$ cat config.mk
export PLATFORM = sky130hd
export DESIGN_NAME = pso_top
export DESIGN_NICKNAME = d
export VERILOG_FILES = /design/src/pso_top.sv /design/src/pso_sync.sv
export SDC_FILE = /design/constraint.sdc
export NUM_CORES = 1
export LEC_CHECK = 0
export ABC_AREA = 1
export ABC_CLOCK_PERIOD_IN_PS = 66400
export BUFFER_PORTS_ARGS = -buffer_cell sky130_fd_sc_hd__buf_2
export CAP_MARGIN = 20
export CORE_MARGIN = 2
export CORE_UTILIZATION = 50
export DETAILED_ROUTE_END_ITERATION = 10
export GPL_ROUTABILITY_DRIVEN = 1
export PLACE_DENSITY = 0.77
export SLEW_MARGIN = 15
export SYNTH_ARGS = -nofsm -noshare
export SYNTH_HDL_FRONTEND = slang
export SYNTH_SLANG_ARGS = --single-unit
$ cat constraint.sdc
create_clock -name clock -period 66.4 [get_ports clock]
set_input_delay 0 -clock clock [delete_from_list [all_inputs] [get_ports clock]]
set_output_delay 0 -clock clock [all_outputs]
set_load 0.05 [all_outputs]
$ cat src/pso_top.sv
// Constants, types and the top level of the sample output control of an 8-bit sampling converter.
// Assumes the converter clock pin runs well below half of clock, so each of its edges is seen.
// Every pin is a level input from outside this clock domain and passes two flops before use.
package pso_pkg;
  // Output code width and the width of each analog bus as it reaches the pins
  localparam int CODE_W = 8;
  localparam int ANA_W = 10;
  localparam logic [CODE_W-1:0] CODE_ZERO = 8'h00;
  localparam logic [CODE_W-1:0] CODE_FULL = 8'hFF;
  localparam int CLK_PERIOD_PS = 5000;
  // Output valid delay after the rising edge, least figure, in picoseconds
  localparam int OUTPUT_VALID_DELAY_PS = 5900;
  localparam int OD_CYC_RAW = (OUTPUT_VALID_DELAY_PS + CLK_PERIOD_PS - 1) / CLK_PERIOD_PS;
  localparam int OD_CYC = (OD_CYC_RAW < 1) ? 1 : OD_CYC_RAW;
  // Delay down counter: idle at zero, the word is released in the cycle it reads one
  localparam int OD_CNT_W = 3;
  localparam logic [OD_CNT_W-1:0] OD_LOAD = OD_CNT_W'(OD_CYC);
  localparam logic [OD_CNT_W-1:0] OD_IDLE = 3'h0;
  localparam logic [OD_CNT_W-1:0] OD_LAST = 3'h1;
  // Two and a half cycles from the falling edge: the word is driven on the third rising edge
  localparam int LAT_RISES = 3;
  localparam int STAGES = LAT_RISES - 1;

  // One result: its code and the side it saturated to, if any
  typedef struct packed {
    logic [CODE_W-1:0] code;
    logic below;
    logic above;
  } pso_word_t;

  localparam pso_word_t WORD_RST = '{code: 8'h00, below: 1'b0, above: 1'b0};

  // Control pins, synchronised as one group
  typedef struct packed {
    logic sample_clk;
    logic power_down;
  } pso_ctl_t;

  // Input level and both ladder ends, synchronised as one group
  typedef struct packed {
    logic [ANA_W-1:0] level;
    logic [ANA_W-1:0] bottom;
    logic [ANA_W-1:0] top;
  } pso_analog_t;

  // Synchroniser widths of the two groups
  localparam int ANALOG_W = 3 * ANA_W;
  localparam int CTL_W = 2;
endpackage

`timescale 1ns/1ps
module pso_top (
  input wire logic clock,
  input wire logic rst,
  input wire logic sample_clock_pin,
  input wire logic power_down_pin,
  input wire logic [pso_pkg::ANA_W-1:0] analog_level,
  input wire logic [pso_pkg::ANA_W-1:0] reference_bottom_level,
  input wire logic [pso_pkg::ANA_W-1:0] reference_top_level,
  output logic [pso_pkg::CODE_W-1:0] data_word,
  output logic data_below,
  output logic data_above,
  output logic data_strobe,
  output logic low_power
);
  // Quantise against the reference ladder; a collapsed ladder still saturates cleanly
  function automatic pso_pkg::pso_word_t pso_quantize(pso_pkg::pso_analog_t a);
    logic [pso_pkg::ANA_W-1:0] span;
    logic [pso_pkg::ANA_W-1:0] ofs;
    logic [pso_pkg::ANA_W+pso_pkg::CODE_W-1:0] num;
    logic [pso_pkg::ANA_W+pso_pkg::CODE_W-1:0] quo;
    pso_pkg::pso_word_t w;
    span = a.top - a.bottom;
    ofs = a.level - a.bottom;
    num = {ofs, pso_pkg::CODE_ZERO};
    quo = '0;
    w = pso_pkg::WORD_RST;
    if (a.level < a.bottom) begin
      w.code = pso_pkg::CODE_ZERO;
      w.below = 1'b1;
    end else if (a.level >= a.top) begin
      w.code = pso_pkg::CODE_FULL;
      w.above = 1'b1;
    end else begin
      // A full divider costs area but keeps every ladder span exact
      quo = num / {{pso_pkg::CODE_W{1'b0}}, span};
      w.code = quo[pso_pkg::CODE_W-1:0];
    end
    return w;
  endfunction

  pso_pkg::pso_ctl_t ctl_raw;
  pso_pkg::pso_ctl_t ctl_s;
  pso_pkg::pso_analog_t ana_raw;
  pso_pkg::pso_analog_t ana_s;

  assign ctl_raw = '{sample_clk: sample_clock_pin, power_down: power_down_pin};
  assign ana_raw = '{level: analog_level, bottom: reference_bottom_level, top: reference_top_level};

  // Control and analog pass the same two flops, so the captured level lines up with the edge
  pso_sync #(
    .W(pso_pkg::CTL_W)
  ) u_ctl_sync (
    .clock(clock),
    .rst(rst),
    .d(ctl_raw),
    .q(ctl_s)
  );

  pso_sync #(
    .W(pso_pkg::ANALOG_W)
  ) u_ana_sync (
    .clock(clock),
    .rst(rst),
    .d(ana_raw),
    .q(ana_s)
  );

  logic sclk_prev_q;
  logic pd_q;
  pso_pkg::pso_word_t cap_q;
  pso_pkg::pso_word_t stage_q [pso_pkg::STAGES];
  pso_pkg::pso_word_t pend_q;
  pso_pkg::pso_word_t out_q;
  logic [pso_pkg::OD_CNT_W-1:0] od_cnt_q;
  logic strobe_q;

  wire fall_seen = sclk_prev_q & ~ctl_s.sample_clk;
  wire rise_seen = ~sclk_prev_q & ctl_s.sample_clk;
  // Power-down freezes capture and the stage shifts, not the output delay; a halted clock simply gives no edges
  // Nothing is flushed on release, so the first words after power-down are stale samples
  wire active = ~ctl_s.power_down;
  wire do_capture = fall_seen & active;
  wire do_shift = rise_seen & active;
  wire od_done = (od_cnt_q == pso_pkg::OD_LAST);
  wire pso_pkg::pso_word_t sample_now = pso_quantize(ana_s);

  // The edge register resets to the idle pin level, so no false edge follows reset
  always_ff @(posedge clock) begin
    if (rst) begin
      sclk_prev_q <= 1'b0;
      pd_q <= 1'b0;
    end else begin
      sclk_prev_q <= ctl_s.sample_clk;
      pd_q <= ctl_s.power_down;
    end
  end

  pso_pkg::pso_word_t cap_d;
  assign cap_d = do_capture ? sample_now : cap_q;

  always_ff @(posedge clock) begin
    if (rst) begin
      cap_q <= pso_pkg::WORD_RST;
    end else begin
      cap_q <= cap_d;
    end
  end

  // Two rising edges inside the pipeline, the third moves the word towards the pins
  always_ff @(posedge clock) begin
    if (rst) begin
      for (int i = 0; i < pso_pkg::STAGES; i++) begin
        stage_q[i] <= pso_pkg::WORD_RST;
      end
    end else if (do_shift) begin
      stage_q[0] <= cap_q;
      for (int i = 1; i < pso_pkg::STAGES; i++) begin
        stage_q[i] <= stage_q[i-1];
      end
    end
  end

  // Next values kept as named wires so the clocked blocks stay plain registers
  logic od_busy;
  logic [pso_pkg::OD_CNT_W-1:0] od_cnt_d;
  pso_pkg::pso_word_t pend_d;
  pso_pkg::pso_word_t out_d;

  assign od_busy = (od_cnt_q != pso_pkg::OD_IDLE);
  // The output delay is counted after the rising edge; an edge seen before power-down still lands
  assign od_cnt_d = do_shift ? pso_pkg::OD_LOAD : (od_busy ? od_cnt_q - pso_pkg::OD_LAST : od_cnt_q);
  assign pend_d = do_shift ? stage_q[pso_pkg::STAGES-1] : pend_q;
  // The word outputs change only on a finished delay, so power-down and a stopped clock hold them
  assign out_d = od_done ? pend_q : out_q;

  always_ff @(posedge clock) begin
    if (rst) begin
      pend_q <= pso_pkg::WORD_RST;
      od_cnt_q <= pso_pkg::OD_IDLE;
    end else begin
      pend_q <= pend_d;
      od_cnt_q <= od_cnt_d;
    end
  end

  // The strobe marks the cycle in which the new word first stands
  always_ff @(posedge clock) begin
    if (rst) begin
      out_q <= pso_pkg::WORD_RST;
      strobe_q <= 1'b0;
    end else begin
      out_q <= out_d;
      strobe_q <= od_done;
    end
  end

  assign data_word = out_q.code;
  assign data_below = out_q.below;
  assign data_above = out_q.above;
  assign data_strobe = strobe_q;
  assign low_power = pd_q;
endmodule // pso_top

$ cat src/pso_sync.sv
// Two-flop synchroniser for a group of pin inputs.
// Assumes the pins change slowly against clock; a multi-bit group must be stable around each use.
`timescale 1ns/1ps
module pso_sync #(
  parameter int W = 1
) (
  input wire logic clock,
  input wire logic rst,
  input wire logic [W-1:0] d,
  output logic [W-1:0] q
);
  logic [W-1:0] meta_q;

  always_ff @(posedge clock) begin
    if (rst) begin
      meta_q <= '0;
      q <= '0;
    end else begin
      meta_q <= d;
      q <= meta_q;
    end
  end
endmodule // pso_sync

==> impl_metrics.env, run 1 <==
export IMPL_clock_sinks=120
export IMPL_io_pins=46
export IMPL_hold_class="in2reg"
export IMPL_coreArea_um2=24250
export IMPL_cp_start_kind="register"
export IMPL_post_route_drc_count=0
export IMPL_synth_top_family_by_area="simple AND/OR/NAND/NOR gates"
export IMPL_fp_dieH_um=160.7
export IMPL_layout_common_cells="nand2_1, inv_1, nor2_1"
export IMPL_cts_inserted_buffers=17
export IMPL_status="complete, no violations"
export IMPL_vias_per_cell=5.168
export IMPL_syn_avg_cell_area_um2=6.642
export IMPL_dr_pass1_iters=5
export IMPL_worstPathRequired_ns=66.66
export IMPL_final_nets=2112
export IMPL_syn_instance_count=1849
export IMPL_seq_area_frac_synth_pct=21.19
export IMPL_grt_pass1_vias=11229
export IMPL_die_area_um2=25830
export IMPL_synth_seq_cells=120
export IMPL_grt_use_total_pct=23.10
export IMPL_vias=11654
export IMPL_cts_tree="built"
export IMPL_clockBufferDepth=2
export IMPL_slew_headroom_pct=29.39
export IMPL_clkLatencyLatePin_ns=0.41
export IMPL_yosysUniqueCellTypes=53
export IMPL_final_common_cell="nand2_1"
export IMPL_fill_cells=2240
export IMPL_drt_wl_total_um=29490
export IMPL_timing_fmax_mhz=28.17
export IMPL_clkTransAtPathRegs_ns=0.06
export IMPL_hpwl_um=21490
export IMPL_drv_cap=0
export IMPL_synth_compound_area_share_pct=14.05
export IMPL_crit_path_frequent_cell="nand2_1"
export IMPL_dr_first_iter_drc_count=631
export IMPL_period_needed_ns=35.50
export IMPL_worstPathArrival_ns=35.76
export IMPL_htree_levels=4
export IMPL_place_gp_congestion=0.9367
export IMPL_regArea_um2=2603
export IMPL_rows=57
export IMPL_synthMuxAreaShare_pct=0
export IMPL_synth_area_um2=12280
export IMPL_cts_resized=0
export IMPL_grt_pass1_wl_um=50510
export IMPL_ant_nets=0
export IMPL_hold_viol_final=0
export IMPL_synth_fp_nets=2043
export IMPL_grt_max_degree=88
export IMPL_ctsRootBufferMaster="clkbuf_16"
export IMPL_synthAdderAreaFrac_pct=16.48
export IMPL_fp_dieW_um=160.7
export IMPL_clock_skew_ns=0.01209
export IMPL_wl_per_cell_um=13.08
export IMPL_layout_drive_gt1_share_pct=9.166
export IMPL_synth_simple_area_share_pct=29.99
export IMPL_start_util_pct=50.64
export IMPL_grt_ovfl_total=0
export IMPL_ys_warn_count=0
export IMPL_diodes=0
export IMPL_fin_crit_sh_pct=53.46
export IMPL_setup_tns_ns=0
export IMPL_path_max_fanout=26
export IMPL_tightest_slew_ns=1.051
export IMPL_multi_input_area_um2=8333
export IMPL_critical_path_endpoint_type="register"
export IMPL_antenna_found_initial=0
export IMPL_synth_xor_area_share_pct=7.203
export IMPL_io_buffer_count=45
export IMPL_setup_viol=0
export IMPL_slew_violations=0
export IMPL_slowest_stage="a2111oi_0"
export IMPL_path_class="reg2reg"
export IMPL_syn_to_final_growth_pct=11.80
export IMPL_rsz0062_at_grt="no"
export IMPL_cpPeakStageDelay_ns=0.61
[layout make-up]
type / count / area share [%]
flip-flops and latches: 120 / 18.96
repair buffers: 84 / 4.356
clock inverters: 13 / 1.112
multi-input cells: 1380 / 60.69
inverters: 315 / 8.703
well taps: 324 / 2.953
clock buffers: 19 / 3.226
[synthesized netlist by cell type, drive strengths merged]
cell | n | area share (%)
a211o | 1 | 0.071
a211oi | 2 | 0.12
o211ai | 2 | 0.12
nor3 | 11 | 0.54
nand2 | 416 | 13
nor4 | 2 | 0.10
nand4 | 19 | 1.1
buf | 14 | 0.73
o221ai | 2 | 0.14
o21a | 10 | 0.61
a31oi | 6 | 0.31
a221o | 1 | 0.082
xnor2 | 45 | 3.2
a21oi | 117 | 4.8
a2111oi | 1 | 0.071
o21ai | 118 | 4.9
nor2 | 212 | 7.2
o21bai | 19 | 1.2
nor3b | 1 | 0.10
a21boi | 1 | 0.061
clkbuf | 20 | 0.61
o311a | 1 | 0.082
or2 | 22 | 1.1
o31ai | 8 | 0.60
edfxtp | 20 | 4.9
nand3 | 125 | 6.1
clkinv | 4 | 0.22
inv | 311 | 9.5
and2 | 1 | 0.051
a21o | 15 | 0.92
ha | 157 | 16
nand3b | 6 | 0.37
fa | 3 | 0.49
xor2 | 56 | 4.0
dfxtp | 100 | 16
[path summary, 6_finish.rpt]
kind,startpoint,endpoint,slack (ns),depth (start not counted)
min,rst,u_ctl_sync.meta_q[1],0.28,3
max reg2reg,u_ana_sync.q[0],cap_q[2],30.90,230
min reg2reg,u_ana_sync.meta_q[11],u_ana_sync.q[11],0.40,2
max,u_ana_sync.q[0],cap_q[2],30.90,230
[worst max-delay path, delay by kind of cell (launching register included)]
kind / cells / cell delay [ns]
AO/OA/AOI/OAI: 78 / 13.35
adder cells (fa/ha/maj): 19 / 5.61
buffers and inverters: 25 / 2.30
flip-flops: 1 / 0.31
AND/OR/NAND/NOR: 108 / 13.73
[routing by layer]
metal / vias to the layer above / global-route usage, % / wire [um]
met4: 0 / 7.102 / 694
met5: - / 0 / 0
met2: 259 / 41.14 / 14050
li1: 6092 / - / -
met3: 58 / 2.893 / 1210
met1: 5245 / 29.11 / 13530
[stage by stage]
step	utilization, %	setup WS, ns	cell area, um^2	std cells	hold slack (ns)
final	56.62	30.90	13730	2255	0.2821
after CTS	56.62	31.26	13730	2255	0.2672
after global placement	52.84	32.35	12810	2191	0.2004
after floorplan	-	34.01	12280	1849	0.1070
after detailed placement	52.84	31.38	12810	2191	0.2067
after global routing	56.62	27.12	13730	2255	0.3240
[registers in the layout (all words and copies together), names as in the netlist]
register,flops
od_cnt_q,3
cap_q,10
data_above,1
low_power,1
u_ctl_sync.q,2
pend_q,10
u_ana_sync.q,30
u_ctl_sync.meta_q,2
stage_q,20
sclk_prev_q,1
data_word,8
data_strobe,1
data_below,1
u_ana_sync.meta_q,30
[cell families after synthesis]
group	count (synthesis)
and+or+nand+nor	815
DFF	120
adders and majority gates	160
buffers and inverters	349
AOI/OAI and AO/OA	304
xor gates and xnor gates	101
[timing repair]
action	4_1_cts	5_1_grt
endpoints found under the setup margin	0	0
buffers inserted	0	0
hold buffers	32	0
hold endpoints to repair	32	0
Power of run 1 is left out: the tool's default activity adds up to more than one toggle a clock period on the data nets, which glitch-free logic cannot reach.
==> run 2: changes to the inputs <==
--- a/config.mk
+++ b/config.mk
@@ -5,15 +5,15 @@
 export SDC_FILE = /design/constraint.sdc
 export NUM_CORES = 1
 export LEC_CHECK = 0
-export ABC_AREA = 1
-export ABC_CLOCK_PERIOD_IN_PS = 66400
+export ABC_AREA = 0
+export ABC_CLOCK_PERIOD_IN_PS = 29800
 export BUFFER_PORTS_ARGS = -buffer_cell sky130_fd_sc_hd__buf_2
 export CAP_MARGIN = 20
 export CORE_MARGIN = 2
 export CORE_UTILIZATION = 50
 export DETAILED_ROUTE_END_ITERATION = 10
 export GPL_ROUTABILITY_DRIVEN = 1
-export PLACE_DENSITY = 0.77
+export PLACE_DENSITY = 0.79
 export SLEW_MARGIN = 15
 export SYNTH_ARGS = -nofsm -noshare
 export SYNTH_HDL_FRONTEND = slang
==> constraint.sdc (replaced) <==
create_clock -name clock -period 29.8 [get_ports clock]
set_input_delay 0 -clock clock [delete_from_list [all_inputs] [get_ports clock]]
set_output_delay 0 -clock clock [all_outputs]
set_load 0.05 [all_outputs]
==> impl_metrics.env, run 2 <==
export IMPL_status="did not finish"
export IMPL_haltStage="global routing (5_1_grt)"
export IMPL_error="[ERROR GRT-0232] Routing congestion too high. Check the congestion heatmap in the GUI."
export IMPL_synth_area_top_cells="dfxtp_1, ha_1, a21oi_1"
export IMPL_synthFlopType="dfxtp_1"
export IMPL_yosysMostFrequentCell="ha_1"
export IMPL_endpoint_type="register input"
export IMPL_fp_dieW_um=164.9
export IMPL_syn_instance_count=1664
export IMPL_start_util_pct=51.11
export IMPL_io_pins=46
export IMPL_seq_area_frac_synth_pct=20.10
export IMPL_yosysTopAreaCell="dfxtp_1"
export IMPL_place_gp_congestion=1.034
export IMPL_io_buffer_count=45
export IMPL_synth_edf_count=20
export IMPL_synthArstFlopShare_pct=0
export IMPL_syn_avg_cell_area_um2=7.779
export IMPL_clock_sinks=120
export IMPL_synth_top_area_share_pct=15.46
export IMPL_ctsRootBufferMaster="clkbuf_16"
export IMPL_fp_dieH_um=164.9
export IMPL_cts_inserted_buffers=17
export IMPL_synthTopCellsByCount="ha_1, nand2_1, a21oi_1"
export IMPL_htree_levels=4
export IMPL_grt_use_total_pct=91.40
export IMPL_yosysUniqueCellTypes=104
export IMPL_synth_area_um2=12940
export IMPL_crit_endpoint="cap_q[2]$_SDFFE_PP0P_/D"
export IMPL_synth_seq_cells=120
export IMPL_grt_max_degree=70
export IMPL_hpwl_um=33870
export IMPL_grt_ovfl_total=569
export IMPL_synth_fp_nets=1858
export IMPL_ys_warn_count=0
export IMPL_clockBufferDepth=2
export IMPL_rows=58
run 2: cell types whose count changed after synthesis, moves of 36 or more:
| cell | change |
|---|---|
| nand2_1 | -245 |
| inv_1 | -220 |
| nor2b_1 | +90 |
| nand3_1 | -77 |
| nor2_1 | -58 |
| and2_1 | +37 |
| nor3_1 | +36 |
| xor2_1 | -36 |
run 2: layer usage:
layer | GRT usage, % | GRT overflow
met5 | 70.45 | 9
met4 | 96.52 | 167
met3 | 84.96 | 61
met2 | 101.2 | 279
met1 | 87.13 | 53
run 2: through the flow:
step                      cells  worst slack (ns)  area, um^2  hold WS (ns)
after floorplan            1664            -1.840       13540        0.1282
after global placement     2516            -2.139       17820        0.2059
after detailed placement   2516            -3.467       17820        0.2130
after CTS                  2765            -1.656       20780        0.3135
run 2: timing repair:
item	in CTS
setup endpoints to repair	2
hold buffers	34
setup buffers	181
pin swaps	153
resized for setup	139
endpoints found under the hold margin	44
cloned	2
run 2: logic make-up after synthesis:
family | count (synthesis) | synth area share, %
compound gates | 502 | 26.04
mux | 53 | 4.485
fa+ha+maj | 160 | 15.64
buf+inv | 125 | 3.876
simple gates | 624 | 24.44
flops | 120 | 20.10
xor+xnor | 80 | 5.413
==> run 3: changes to the inputs <==
--- a/config.mk
+++ b/config.mk
@@ -6,14 +6,14 @@
 export NUM_CORES = 1
 export LEC_CHECK = 0
 export ABC_AREA = 0
-export ABC_CLOCK_PERIOD_IN_PS = 29800
+export ABC_CLOCK_PERIOD_IN_PS = 38700
 export BUFFER_PORTS_ARGS = -buffer_cell sky130_fd_sc_hd__buf_2
 export CAP_MARGIN = 20
 export CORE_MARGIN = 2
-export CORE_UTILIZATION = 50
+export CORE_UTILIZATION = 35
 export DETAILED_ROUTE_END_ITERATION = 10
 export GPL_ROUTABILITY_DRIVEN = 1
-export PLACE_DENSITY = 0.79
+export PLACE_DENSITY_LB_ADDON = 0.15
 export SLEW_MARGIN = 15
 export SYNTH_ARGS = -nofsm -noshare
 export SYNTH_HDL_FRONTEND = slang
==> constraint.sdc (replaced) <==
create_clock -name clock -period 38.7 [get_ports clock]
set_input_delay 0 -clock clock [delete_from_list [all_inputs] [get_ports clock]]
set_output_delay 0 -clock clock [all_outputs]
set_load 0.05 [all_outputs]
==> impl_metrics.env, run 3 <==
export IMPL_status="complete, no violations"
export IMPL_crit_path_frequent_cell="ha_1"
export IMPL_antenna_found_initial=0
export IMPL_layout_drive_gt1_share_pct=13.31
export IMPL_cpPeakStageDelay_ns=0.48
export IMPL_path_max_fanout=14
export IMPL_coreArea_um2=36520
export IMPL_clock_skew_ns=0.01089
export IMPL_synthFlopType="dfxtp_1"
export IMPL_final_nets=1954
export IMPL_drt_wl_total_um=38020
export IMPL_io_buffer_count=45
export IMPL_yosysMostFrequentCell="ha_1"
export IMPL_clkLatencyLatePin_ns=0.41
export IMPL_layout_common_cells="ha_1, nand2_1, a21oi_1"
export IMPL_die_area_um2=38540
export IMPL_slowest_stage="or3_1"
export IMPL_whs_path_depth=3
export IMPL_start_util_pct=35.44
export IMPL_synthArstFlopShare_pct=0
export IMPL_vias=12259
export IMPL_diodes=0
export IMPL_post_route_drc_count=0
export IMPL_r2r_end="cap_q[2]"
export IMPL_setup_viol=0
export IMPL_synth_area_top_cells="dfxtp_1, ha_1, a21oi_1"
export IMPL_holdPathEnd="u_ana_sync.meta_q[8]"
export IMPL_rr_worst_depth=186
export IMPL_cts_inserted_buffers=17
export IMPL_final_cells=2241
export IMPL_worstPathArrival_ns=36.37
export IMPL_seq_area_frac_synth_pct=20.10
export IMPL_hold_ws_ns=0.3342
export IMPL_htree_levels=4
export IMPL_timing_fmax_mhz=27.72
export IMPL_ctsRootBufferMaster="clkbuf_16"
export IMPL_fp_dieH_um=196.3
export IMPL_fp_dieW_um=196.3
export IMPL_synth_seq_cells=120
export IMPL_final_util_pct=41.14
export IMPL_synth_area_um2=12940
export IMPL_worstPathRequired_ns=39.00
export IMPL_synth_fp_nets=1858
export IMPL_yosysUniqueCellTypes=104
export IMPL_cts_tree="built"
export IMPL_hp_start="reference_top_level[8]"
export IMPL_grt_use_total_pct=19.70
export IMPL_placed_cells=2160
export IMPL_ant_nets=0
export IMPL_ys_warn_count=0
export IMPL_synthTopCellsByCount="ha_1, nand2_1, a21oi_1"
export IMPL_period_needed_ns=36.07
export IMPL_dr_pass1_iters=7
export IMPL_path_class="reg2reg"
export IMPL_grt_pass1_vias=11744
export IMPL_path_buf_inv=10
export IMPL_hpwl_um=28760
export IMPL_hold_class="in2reg"
export IMPL_drv_cap=0
export IMPL_yosysTopAreaCell="dfxtp_1"
export IMPL_wl_per_cell_um=16.97
export IMPL_clkTransAtPathRegs_ns=0.06
export IMPL_final_common_cell="ha_1"
export IMPL_clockBufferDepth=2
export IMPL_syn_avg_cell_area_um2=7.779
export IMPL_tightest_slew_ns=1.065
export IMPL_clock_sinks=120
export IMPL_grt_max_degree=80
export IMPL_fin_crit_sh_pct=93.21
export IMPL_slew_headroom_pct=28.26
export IMPL_hold_viol_final=0
export IMPL_grt_ovfl_total=0
export IMPL_critical_path_endpoint_type="register"
export IMPL_reg_top3="u_ana_sync.meta_q (30), u_ana_sync.q (30), stage_q (20)"
export IMPL_syn_instance_count=1664
export IMPL_slew_violations=0
export IMPL_dr_first_iter_drc_count=652
export IMPL_regToRegSetupSlack_ns=2.63
export IMPL_r2r_start="u_ana_sync.q[0]"
export IMPL_syn_to_final_growth_pct=16.06
export IMPL_crit_family="compound AO/OA/AOI/OAI gates"
export IMPL_rows=70
export IMPL_place_gp_congestion=0.9148
export IMPL_synth_edf_count=20
export IMPL_vias_per_cell=5.470
export IMPL_io_pins=46
export IMPL_grt_pass1_wl_um=61270
export IMPL_cp_start_kind="register"
export IMPL_synth_top_area_share_pct=15.46
run 3: cell counts after synthesis:
Identical to the previous run, type by type.
run 3: layout make-up:
type | instances | area (um^2)
Fill cell | 3680 | 21500
Multi-Input combinational cell | 1419 | 10100
Sequential cell | 120 | 2603
Timing Repair Buffer | 122 | 890.9
Tap cell | 468 | 585.6
Clock buffer | 18 | 439.2
Inverter | 80 | 300.3
Clock inverter | 14 | 101.3
run 3: cells by family after synthesis:
family	share of synthesized area, %
AOI/OAI and AO/OA	26.04
DFF	20.10
adders and majority gates	15.64
xor gates and xnor gates	5.413
muxes	4.485
and+or+nand+nor	24.44
buffers and inverters	3.876
run 3: through the flow:
| stage | setup TNS (ns) | instance area [um^2] | setup slack, ns |
|---|---|---|---|
| floorplan | 0 | 12940 | 3.605 |
| global placement | 0 | 13770 | 0.1349 |
| detailed placement | -0.7528 | 13770 | -0.7528 |
| CTS | 0 | 14680 | 0.06901 |
| global route | -0.1593 | 15020 | -0.1593 |
| finish | 0 | 15020 | 2.629 |
run 3: metal layers:
metal | vias to the layer above | track usage (%) | share of wire [%]
li1 | 6276 | - | -
met1 | 5691 | 26.28 | 49
met2 | 239 | 33.35 | 46
met3 | 53 | 2.097 | 2.9
met4 | 0 | 6.117 | 2.4
met5 | - | 0 | 0
run 3: worst max-delay path by stage:
stage                                 from  endpoint  slack [ns]  depth (start not counted)
final                      u_ana_sync.q[0]  cap_q[2]        2.63                        186
after global placement    u_ana_sync.q[14]  cap_q[2]        0.13                        182
after global routing       u_ana_sync.q[0]  cap_q[2]       -0.16                        189
after CTS                 u_ana_sync.q[14]  cap_q[2]        0.07                        182
after floorplan            u_ana_sync.q[0]  cap_q[2]        3.60                        188
after detailed placement  u_ana_sync.q[14]  cap_q[2]       -0.75                        181
run 3: worst min-delay path, cell delays in order:
cell,delay [ns]
dlygate4sd3_1,0.52
buf_2,0.09
nor2b_1,0.10
run 3: timing repair:
| item | in CTS | in global routing |
|---|---|---|
| gates resized for setup | 6 | 66 |
| pin swaps | 0 | 7 |
| buffers inserted | 0 | 15 |
| hold buffers | 34 | 0 |
| endpoints found under the hold margin | 51 | 0 |
| setup endpoints to repair | 1 | 2 |
Power of run 3 is left out for the same reason.
==> run 4: changes to the inputs <==
--- a/config.mk
+++ b/config.mk
@@ -9,7 +9,6 @@
 export ABC_CLOCK_PERIOD_IN_PS = 38700
 export BUFFER_PORTS_ARGS = -buffer_cell sky130_fd_sc_hd__buf_2
 export CAP_MARGIN = 20
-export CORE_MARGIN = 2
 export CORE_UTILIZATION = 35
 export DETAILED_ROUTE_END_ITERATION = 10
 export GPL_ROUTABILITY_DRIVEN = 1
==> constraint.sdc (replaced) <==
create_clock -name clock -period 38.7 [get_ports clock]
set_input_delay 7.74 -clock clock [delete_from_list [all_inputs] [get_ports clock]]
set_output_delay 7.74 -clock clock [all_outputs]
set_load 0.05 [all_outputs]
==> impl_metrics.env, run 4 (same netlist as run 3, synthesis figures left out) <==
export IMPL_placed_cells=2161
export IMPL_hold_class="reg2reg"
export IMPL_setup_viol=0
export IMPL_diodes=0
export IMPL_status="complete, no violations"
export IMPL_cp_start_kind="register"
export IMPL_fin_crit_sh_pct=93.05
export IMPL_regArea_um2=2603
export IMPL_crit_path_frequent_cell="ha_1"
export IMPL_path_class="reg2reg"
export IMPL_dr_pass1_iters=5
export IMPL_place_gp_congestion=0.9067
export IMPL_io_pins=46
export IMPL_worstPathArrival_ns=36.31
export IMPL_hpwl_um=28720
export IMPL_htree_levels=4
export IMPL_grt_pass1_wl_um=60980
export IMPL_slowest_stage="or3_4"
export IMPL_vias_per_cell=5.542
export IMPL_reg_top3="u_ana_sync.meta_q (30), u_ana_sync.q (30), stage_q (20)"
export IMPL_tightest_slew_ns=0.9555
export IMPL_final_common_cell="ha_1"
export IMPL_worstPathRequired_ns=38.99
export IMPL_antenna_found_initial=0
export IMPL_ctsRootBufferMaster="clkbuf_16"
export IMPL_regToRegSetupSlack_ns=2.69
export IMPL_grt_pass1_vias=11619
export IMPL_ant_nets=0
export IMPL_period_needed_ns=36.01
export IMPL_layout_drive_gt1_share_pct=12.67
export IMPL_clock_sinks=120
export IMPL_grt_max_degree=75
export IMPL_clkTransAtPathRegs_ns=0.06
export IMPL_syn_to_final_growth_pct=13.44
export IMPL_drt_wl_total_um=37340
export IMPL_fill_cells=3731
export IMPL_final_cells=2205
export IMPL_layout_common_cells="ha_1, nand2_1, a21oi_1"
export IMPL_fp_dieW_um=194.3
export IMPL_clockBufferDepth=2
export IMPL_cts_tree="built"
export IMPL_clock_skew_ns=0.008332
export IMPL_cpPeakStageDelay_ns=0.48
export IMPL_grt_ovfl_total=0
export IMPL_coreArea_um2=36520
export IMPL_clkLatencyLatePin_ns=0.41
export IMPL_timing_fmax_mhz=27.77
export IMPL_drv_cap=0
export IMPL_slew_violations=0
export IMPL_final_nets=1918
export IMPL_die_area_um2=37760
export IMPL_multi_input_area_um2=10020
export IMPL_start_util_pct=35.44
export IMPL_wl_per_cell_um=16.93
export IMPL_rows=70
export IMPL_slew_headroom_pct=36.30
export IMPL_post_route_drc_count=0
export IMPL_critical_path_endpoint_type="register"
export IMPL_vias=12220
export IMPL_fp_dieH_um=194.3
export IMPL_dr_first_iter_drc_count=610
export IMPL_path_max_fanout=14
export IMPL_hold_viol_final=0
export IMPL_io_buffer_count=45
export IMPL_cts_inserted_buffers=17
export IMPL_grt_use_total_pct=19.79
run 4: cell count changes in the layout (fill, tap and decap cells not counted), moves of 4 or more:
cell,previous run,this run
dlygate4sd3_1,34,0
buf_4,44,39
a21oi_1,143,147
clkinv_2,4,0
run 4: repair_timing:
item	in CTS	in global routing
pin swaps	0	8
endpoints found under the setup margin	1	2
gates resized for setup	4	50
hold endpoints to repair	0	0
hold buffers	0	0
buffers inserted	0	11
run 4: final timing paths:
kind / endpoint / cells past startpoint / from
hold reg to reg: u_ana_sync.q[7] / 1 / u_ana_sync.meta_q[7]
setup / recovery: cap_q[2] / 184 / u_ana_sync.q[14]
hold / removal: u_ana_sync.q[7] / 1 / u_ana_sync.meta_q[7]
setup reg to reg: cap_q[2] / 184 / u_ana_sync.q[14]
run 4: layout make-up:
| class | instances | share of cell area [%] |
|---|---|---|
| clock inverters | 15 | 1.321 |
| well taps | 468 | 3.988 |
| inverters | 80 | 2.045 |
| clock buffers | 17 | 2.897 |
| multi-input cells | 1419 | 68.23 |
| flip-flops and latches | 120 | 17.72 |
| repair buffers | 86 | 3.800 |
run 4: worst max-delay path: cells and delay by family, from the launching register on:
family          cells  cell delay, ns
simple gates       67           12.63
buf+inv             8            1.01
mux                 4            1.11
flops               1            0.32
compound gates     86           15.12
xor+xnor            1            0.15
fa+ha+maj          18            5.53
run 4: routing by layer:
layer / part of all wire, % / GRT usage, % / routed length, um
met1: 49 / 26.90 / 18110
met2: 46 / 33.59 / 17230
met3: 3.5 / 1.440 / 1314
met4: 1.8 / 5.409 / 683
met5: 0 / 0 / 0
run 4: per-stage QoR:
| step | instance area (um^2) | util [%] | setup TNS [ns] | setup slack (ns) | hold WS (ns) |
|---|---|---|---|---|---|
| global route | 14680 | 40.21 | -0.1099 | -0.1099 | 0.4550 |
| floorplan | 12940 | - | 0 | 3.605 | 0.4138 |
| global placement | 13790 | 37.77 | 0 | 0.1043 | 0.4187 |
| CTS | 14430 | 39.51 | 0 | 0.08710 | 0.4419 |
| detailed placement | 13790 | 37.77 | -0.5156 | -0.5156 | 0.4266 |
| finish | 14680 | 40.21 | 0 | 2.689 | 0.4343 |
Power of run 4 is left out for the same reason.
